**src/rtl/pesm_pkg.sv**
```systemverilog
package pesm_pkg;
  // unit counts
  localparam int NUM_OUT = 3;
  localparam int NUM_CAP = 2;
  // apb address width and register byte offsets
  localparam int ADDR_W = 12;
  localparam logic [11:0] OFF_FLAGS = 12'h524; // output_event_flags
  localparam logic [11:0] OFF_INT_STATUS = 12'h528; // event_interrupt_status
  localparam logic [11:0] OFF_CTRL = 12'h540; // unit enables and irq enables
  localparam logic [11:0] OFF_INT_MASK = 12'h544; // mask, same layout as status
  // field positions
  localparam int FLAG_DONE_LSB = 0; // done flags 2:0
  localparam int FLAG_LATE_LSB = 16; // late flags 18:16
  localparam int INT_CAP_LSB = 0; // capture status 1:0
  localparam int INT_OUT_LSB = 16; // output status 18:16
  localparam int CTRL_EN_LSB = 0; // output unit enable 2:0
  localparam int CTRL_NOTIFY_LSB = 4; // output_event_irq_enable 6:4
  localparam int CTRL_CAP_LSB = 8; // capture_irq_enable 9:8
  // reset values
  localparam logic [31:0] RST_WORD = 32'h0000_0000;
  // events from the units, one-cycle pulses on clk_sys
  typedef struct packed {
    logic [NUM_OUT-1:0] out_done; // output_event_unit generated its output
    logic [NUM_OUT-1:0] out_late; // target time already behind system time
    logic [NUM_CAP-1:0] cap_event; // input_capture_unit took a timestamp
  } pesm_events_t;
  // control towards the units
  typedef struct packed {
    logic [NUM_OUT-1:0] out_enable; // output unit enable
    logic [NUM_OUT-1:0] out_irq_en; // output_event_irq_enable
    logic [NUM_CAP-1:0] cap_irq_en; // capture_irq_enable
  } pesm_ctrl_t;
endpackage

```
**src/rtl/pesm_monitor.sv**
```systemverilog
// Decided for this implementation: register access over APB.
`timescale 1ns/1ns
// Function
// - late error flags 18:16, set on late target while enable and notify are on
// - writing enable zero clears late flag
// - done flags 2:0 set when output generated while enable and notify are on
// - done flag cleared by writing one
// - output irq status gated per unit notify
// - capture irq status gated per capture enable
// - pin event irq is OR of status
// - output enable self-clears on output generated
module pesm_monitor #(
  parameter int N_OUT = pesm_pkg::NUM_OUT,
  parameter int N_CAP = pesm_pkg::NUM_CAP
) (
  input wire logic clk_sys,
  input wire logic rst_n,
  // apb slave
  input wire logic psel,
  input wire logic penable,
  input wire logic pwrite,
  input wire logic [pesm_pkg::ADDR_W-1:0] paddr,
  input wire logic [31:0] pwdata,
  output logic [31:0] prdata,
  output logic pready,
  output logic pslverr,
  // unit side
  input wire pesm_pkg::pesm_events_t events,
  output pesm_pkg::pesm_ctrl_t ctrl,
  // interrupts
  output logic pin_event_irq,
  output logic irq
);
  import pesm_pkg::*;

  // the struct fields are sized by the package counts, so the parameters must match
  if (N_OUT != NUM_OUT || N_CAP != NUM_CAP)
  begin : g_count_check
    $error("pesm_monitor: unit counts must match the package");
  end

  // apb state
  logic ready_reg; // access phase answered
  logic [31:0] prdata_reg; // read data flop
  logic acc; // access phase in progress
  logic wr_en; // write takes effect this edge
  // address hits
  logic hit_flags, hit_int, hit_ctrl, hit_mask, hit_any;

  // control and flags
  logic [N_OUT-1:0] enable_reg; // output unit enable
  logic [N_OUT-1:0] notify_reg; // output_event_irq_enable
  logic [N_CAP-1:0] cap_en_reg; // capture_irq_enable
  logic [31:0] mask_reg; // interrupt mask
  logic [N_OUT-1:0] late_q, done_q; // flag vectors
  logic [N_OUT-1:0] late_set, late_clr, done_set, done_clr;
  logic [N_OUT+N_CAP-1:0] int_q, int_set, int_clr; // {out, cap}
  logic [31:0] flags_word, int_word, ctrl_word; // read views

  // picks the per-output-unit bits at lsb out of a write word
  function automatic logic [N_OUT-1:0] out_bits(input logic [31:0] d, input int lsb);
    out_bits = d[lsb +: N_OUT];
  endfunction
  // picks the per-capture-unit bits at lsb out of a write word
  function automatic logic [N_CAP-1:0] cap_bits(input logic [31:0] d, input int lsb);
    cap_bits = d[lsb +: N_CAP];
  endfunction

  // a one-cycle wait state keeps read data coming from a flop
  assign acc = psel & penable;
  assign wr_en = acc & pwrite & ready_reg;

  // address decode
  always_comb
  begin
    hit_flags = 1'b0;
    hit_int = 1'b0;
    hit_ctrl = 1'b0;
    hit_mask = 1'b0;
    if (paddr == OFF_FLAGS)
    begin
      hit_flags = 1'b1;
    end
    else if (paddr == OFF_INT_STATUS)
    begin
      hit_int = 1'b1;
    end
    else if (paddr == OFF_CTRL)
    begin
      hit_ctrl = 1'b1;
    end
    else if (paddr == OFF_INT_MASK)
    begin
      hit_mask = 1'b1;
    end
  end
  assign hit_any = hit_flags | hit_int | hit_ctrl | hit_mask;

  // ready toggles high for one cycle in each access phase
  always_ff @(posedge clk_sys or negedge rst_n)
  begin
    if (!rst_n)
    begin
      ready_reg <= 1'b0;
    end
    else
    begin
      ready_reg <= acc & ~ready_reg;
    end
  end
  assign pready = ready_reg;
  // unmapped addresses answer with an error, no side effect
  assign pslverr = ready_reg & ~hit_any;

  // read views; reserved bits read zero
  always_comb
  begin
    flags_word = RST_WORD;
    flags_word[FLAG_DONE_LSB +: N_OUT] = done_q;
    flags_word[FLAG_LATE_LSB +: N_OUT] = late_q;
    int_word = RST_WORD;
    int_word[INT_CAP_LSB +: N_CAP] = int_q[N_CAP-1:0];
    int_word[INT_OUT_LSB +: N_OUT] = int_q[N_OUT+N_CAP-1:N_CAP];
    ctrl_word = RST_WORD;
    ctrl_word[CTRL_EN_LSB +: N_OUT] = enable_reg;
    ctrl_word[CTRL_NOTIFY_LSB +: N_OUT] = notify_reg;
    ctrl_word[CTRL_CAP_LSB +: N_CAP] = cap_en_reg;
  end

  // read data is captured at the edge that raises pready
  always_ff @(posedge clk_sys or negedge rst_n)
  begin
    if (!rst_n)
    begin
      prdata_reg <= RST_WORD;
    end
    else if (acc & ~ready_reg & ~pwrite)
    begin
      if (hit_flags)
      begin
        prdata_reg <= flags_word;
      end
      else if (hit_int)
      begin
        prdata_reg <= int_word;
      end
      else if (hit_ctrl)
      begin
        prdata_reg <= ctrl_word;
      end
      else if (hit_mask)
      begin
        prdata_reg <= mask_reg;
      end
      else
      begin
        prdata_reg <= RST_WORD;
      end
    end
  end
  assign prdata = prdata_reg;

  // output unit enable: software sets or clears, generated output clears it
  always_ff @(posedge clk_sys or negedge rst_n)
  begin
    if (!rst_n)
    begin
      enable_reg <= '0;
    end
    else
    begin
      // hardware self-clear beats a same-cycle write: the unit has finished
      enable_reg <= (wr_en & hit_ctrl ? out_bits(pwdata, CTRL_EN_LSB) : enable_reg)
                    & ~events.out_done;
    end
  end

  // irq enables are plain read/write
  always_ff @(posedge clk_sys or negedge rst_n)
  begin
    if (!rst_n)
    begin
      notify_reg <= '0;
      cap_en_reg <= '0;
    end
    else if (wr_en & hit_ctrl)
    begin
      notify_reg <= out_bits(pwdata, CTRL_NOTIFY_LSB);
      cap_en_reg <= cap_bits(pwdata, CTRL_CAP_LSB);
    end
  end

  // mask register, only implemented bits are kept
  always_ff @(posedge clk_sys or negedge rst_n)
  begin
    if (!rst_n)
    begin
      mask_reg <= RST_WORD;
    end
    else if (wr_en & hit_mask)
    begin
      mask_reg <= pwdata & int_word_mask();
    end
  end

  // implemented bits of the status layout
  function automatic logic [31:0] int_word_mask();
    int_word_mask = RST_WORD;
    int_word_mask[INT_CAP_LSB +: N_CAP] = '1;
    int_word_mask[INT_OUT_LSB +: N_OUT] = '1;
  endfunction

  // flag set and clear terms
  always_comb
  begin
    // late only counts while the unit is armed and notify is on
    late_set = events.out_late & enable_reg & notify_reg;
    // a write of zero to an enable bit clears that unit's late flag
    late_clr = (wr_en & hit_ctrl) ? ~out_bits(pwdata, CTRL_EN_LSB) : '0;
    // late is also write-one-clear through the flags register
    if (wr_en & hit_flags)
    begin
      late_clr = late_clr | out_bits(pwdata, FLAG_LATE_LSB);
    end
    done_set = events.out_done & enable_reg & notify_reg;
    done_clr = (wr_en & hit_flags) ? out_bits(pwdata, FLAG_DONE_LSB) : '0;
    // per-unit interrupt status follows either output flag event
    int_set = {late_set | done_set, events.cap_event & cap_en_reg};
    int_clr = '0;
    if (wr_en & hit_int)
    begin
      int_clr = {out_bits(pwdata, INT_OUT_LSB), cap_bits(pwdata, INT_CAP_LSB)};
    end
  end

  // sticky storage
  pesm_sticky #(.W(N_OUT)) u_late (
    .clk_sys(clk_sys),
    .rst_n(rst_n),
    .set_i(late_set),
    .clr_i(late_clr),
    .q(late_q)
  );
  pesm_sticky #(.W(N_OUT)) u_done (
    .clk_sys(clk_sys),
    .rst_n(rst_n),
    .set_i(done_set),
    .clr_i(done_clr),
    .q(done_q)
  );
  pesm_sticky #(.W(N_OUT+N_CAP)) u_int (
    .clk_sys(clk_sys),
    .rst_n(rst_n),
    .set_i(int_set),
    .clr_i(int_clr),
    .q(int_q)
  );

  // global pin event bit ignores the mask; irq honours it
  assign pin_event_irq = |int_q;
  assign irq = |(int_word & mask_reg);

  // unit control out
  assign ctrl.out_enable = enable_reg;
  assign ctrl.out_irq_en = notify_reg;
  assign ctrl.cap_irq_en = cap_en_reg;

  logic [N_OUT-1:0] out_int;
  assign out_int = int_q[N_OUT+N_CAP-1:N_CAP];
endmodule

```
**src/rtl/pesm_sticky.sv**
```systemverilog
`timescale 1ns/1ns
// vector of sticky flags; a set in the clearing cycle wins
module pesm_sticky #(
  parameter int W = 1
) (
  input wire logic clk_sys,
  input wire logic rst_n,
  input wire logic [W-1:0] set_i,
  input wire logic [W-1:0] clr_i,
  output logic [W-1:0] q
);
  logic [W-1:0] q_reg;
  // set after clear so a same-cycle event is not lost
  always_ff @(posedge clk_sys or negedge rst_n)
  begin
    if (!rst_n)
    begin
      q_reg <= '0;
    end
    else
    begin
      q_reg <= (q_reg & ~clr_i) | set_i;
    end
  end
  assign q = q_reg;
endmodule

```
**config.mk**
```make
export PLATFORM = sky130hd
export DESIGN_NAME = pesm_monitor
export DESIGN_NICKNAME = d
export VERILOG_FILES = /design/src/rtl/pesm_pkg.sv /design/src/rtl/pesm_monitor.sv /design/src/rtl/pesm_sticky.sv
export SDC_FILE = /design/constraint.sdc
export NUM_CORES = 1
export LEC_CHECK = 0
export ABC_AREA = 1
export BUFFER_PORTS_ARGS = -buffer_cell sky130_fd_sc_hd__buf_2
export CAP_MARGIN = 20
export CORE_AREA = 2 2 68 70
export DETAILED_ROUTE_END_ITERATION = 12
export DIE_AREA = 0 0 70 72
export MAX_ROUTING_LAYER = met4
export PLACE_DENSITY = 0.82
export SLEW_MARGIN = 15
export SYNTH_ARGS = -nofsm -noshare
export SYNTH_HDL_FRONTEND = slang
export SYNTH_SLANG_ARGS = --single-unit
```
**constraint.sdc**
```tcl
create_clock -name clk_sys -period 2.5 [get_ports clk_sys]
set_clock_uncertainty 0.15 [all_clocks]
set_input_delay 0.125 -clock clk_sys [delete_from_list [all_inputs] [get_ports clk_sys]]
set_output_delay 0.125 -clock clk_sys [all_outputs]
set_load 0.02 [all_outputs]
```
==> key figures <==
Timing
  • Fmax: 0.4501 GHz
  • Part of the cycle the worst path needs: 88.86%
  • Slew at the pin closest to its max-slew limit: 0.8024 ns
  • Post-layout min period: 2.222 ns
  • Setup tns final: 0 ns
  • Final max-slew violation count: 0
  • Endpoints failing setup: 0
  • Max_slew headroom: 46.51%
  • RSZ-0062 raised after global routing: no
  • Hold Fails Final Rpt: 0

Place
  • IO Port Bufs: 58
  • GPL Wtd Cong: 0.9349
  • Final HPWL DP: 3674 um
  • Dpl cells: 371

Clocking
  • Number of CTS-inserted buffers: 5
  • CTS sink count: 36
  • Root buffer cell: clkbuf_8
  • Post_cts resized: 0
  • H-Tree Depth: 2
  • Reg clk slew, reported paths: 0.07 ns
  • CTS Buffer Depth: 2
  • Clock Latency Late Sink: 0.29 ns
  • CTS tree: built
  • Post-CTS setup repair buffer count: 0
  • Hold buffer count at CTS: 28

Cells and area
  • Largest register FFs: 11
  • Inserted Diodes: 0
  • Layout fillers: 385
  • Area growth from synthesis to layout: 31.45%
  • Share of layout cells above drive strength 1: 23.10%
  • Most frequent cells in the layout: 90 x nand2_1, 58 x buf_2, 37 x nand3_1
  • Commonest non-fill, non-tap cell in the layout: nand2_1
  • Non-Filler Instances: 407
  • Nets: 411

Detailed routing
  • Routed vias/inst: 4.934
  • DRC Markers: 0
  • DRT antenna net count: 0
  • Drt wl/cell: 12.83 um
  • Final WL: 5222 um
  • TritonRoute pass-1 iters: 4
  • 1st-iter DRT viols: 77
  • DR vias: 2,008

Die
  • I/O pin count: 101
  • Placeable Area: 4264 sq um
  • Row count: 24
  • Initial Utilization: 47.77%
  • Die area: 5040 sq um
  • Die X: 70 um
  • Die H: 72 um

Job
  • Max_cap viols: 0

Critical path
  • CP arrival: 2.24 ns
  • Critical path class: in2reg
  • Worst path required time: 2.52 ns
  • CP Capture Type: flip-flop
  • Slowest cell on the critical path: dlygate4sd3_1
  • CP Launch Type: input port
  • Worst-path fanout max: 16
  • Slowest stage delay, CP: 0.56 ns
  • Most frequent CP cell: dlygate4sd3_1
  • Worst path cell trace: dlygate4sd3_1 > buf_2 > nand4_2 > inv_2 > nand2_2 > nand2_1 > a21oi_1 > dlygate4sd3_1
  • Cell family with most CP delay: buffers and inverters
  • Crit path buffers/inverters: 4

Global route
  • First-pass GRT wire length: 8783 um
  • Vias in the first global route: 1,878
  • Gr ovfl total: 0
  • Gr usage total: 22.34%
  • Initial antenna violation count: 0
  • Largest net degree at the start of global routing: 37

Synth
  • Seq cells post-synth: 36
  • Main area contributors after synthesis: dfrtp_1 44%, nand2_1 17%, nand3_1 9.1%
  • Synth cell types: 25
  • Syn avg cell area: 7.745 sq um
  • Share of the synthesized area in the top cell type: 44.23%
  • Simple-Gate Fraction of Synth Area: 38.33%
  • Adder-Cell Fraction of Synth Area: 0%
  • Yosys warnings: 0
  • Compound-Gate Fraction of Synth Area: 5.160%
  • Synth area leader: dfrtp_1
  • Largest family of logic cells by synthesized area: simple AND/OR/NAND/NOR gates
  • Synth Instances: 263
  • Mux cell area share after synthesis: 0%
  • Mapped Area: 2037 sq um
  • Register area share after synthesis: 44.23%
  • Post-synthesis xor/xnor area fraction: 0%

Run status
  • Outcome: completed

Power
  • Power Total: 1.182 mW
  • Maximum vdd drop: 300.5 uV
  • Leak Pwr: 1.529 nW
  • Power per cell area: 441.3 nW/um^2

Min path
  • Hold Path Class: in2reg
==> layout make-up <==
cell class | count | area, sq um | area share [%]
timing repair buffer | 89 | 593.1 | 22.15
inverter | 17 | 63.81 | 2.383
sequential | 36 | 900.9 | 33.64
clock buffer | 8 | 90.09 | 3.364
multi-input combinational | 205 | 964.7 | 36.03
tap | 52 | 65.06 | 2.430
==> synthesized netlist by cell type, drive strengths merged <==
cell and n:
a21oi 3, nor2b 1, a221oi 1, nand3 37, o21ai 15, inv 17
nor2 22, a31oi 1, nand4 5, nor3 5, conb 1, dfrtp 36
nand2 94, buf 25
==> worst paths after layout <==
check                           start            end  slack [ns]  depth (start not counted)
min in group asynchronous       rst_n     prdata[16]        0.32                          2
max in group asynchronous       rst_n  cap_en_reg[1]        1.38                          2
setup reg to reg               pready  enable_reg[1]        0.28                          6
setup / recovery              penable  enable_reg[1]        0.28                          8
hold reg to reg            prdata[18]     prdata[18]        0.33                          2
hold / removal               paddr[5]      prdata[2]        0.16                          5
==> tightest hold or removal path, delay by kind of cell <==
| family | cells | cell delay (ns) |
|---|---|---|
| AOI/OAI and AO/OA | 1 | 0.06 |
| buffers and inverters | 1 | 0.10 |
| and+or+nand+nor | 3 | 0.28 |
==> kinds of logic after synthesis <==
| logic type | Yosys count |
|---|---|
| DFF | 36 |
| buffers and inverters | 42 |
| and+or+nand+nor | 164 |
| AOI/OAI and AO/OA | 20 |
| other | 1 |
==> metal layers <==
layer	GRT usage (%)	vias up	part of all wire [%]
met5	-	-	0
met1	28.79	928	42
li1	-	992	-
met2	36.08	79	49
met3	5.278	9	7.2
met4	5.556	0	1.4
==> report_power, final <==
part,switching (mW),internal (mW),leakage (nW)
registers,0.00618,0.593,0.486
clock network,0.193,0.224,0.0455
logic,0.103,0.0631,0.998
==> metrics by stage <==
stage               utilization [%]  hold WS, ns  cell area [sq um]  setup slack, ns
floorplan                         -      -0.3206               2112            1.023
global placement              54.11       0.1015               2307           0.8440
detailed placement            54.11       0.1072               2307           0.8433
CTS                           62.79       0.1549               2678           0.3238
global route                  62.79       0.1946               2678           0.1433
finish                        62.79       0.1642               2678           0.2784
Note: power is estimated with default switching activity, not from simulation.
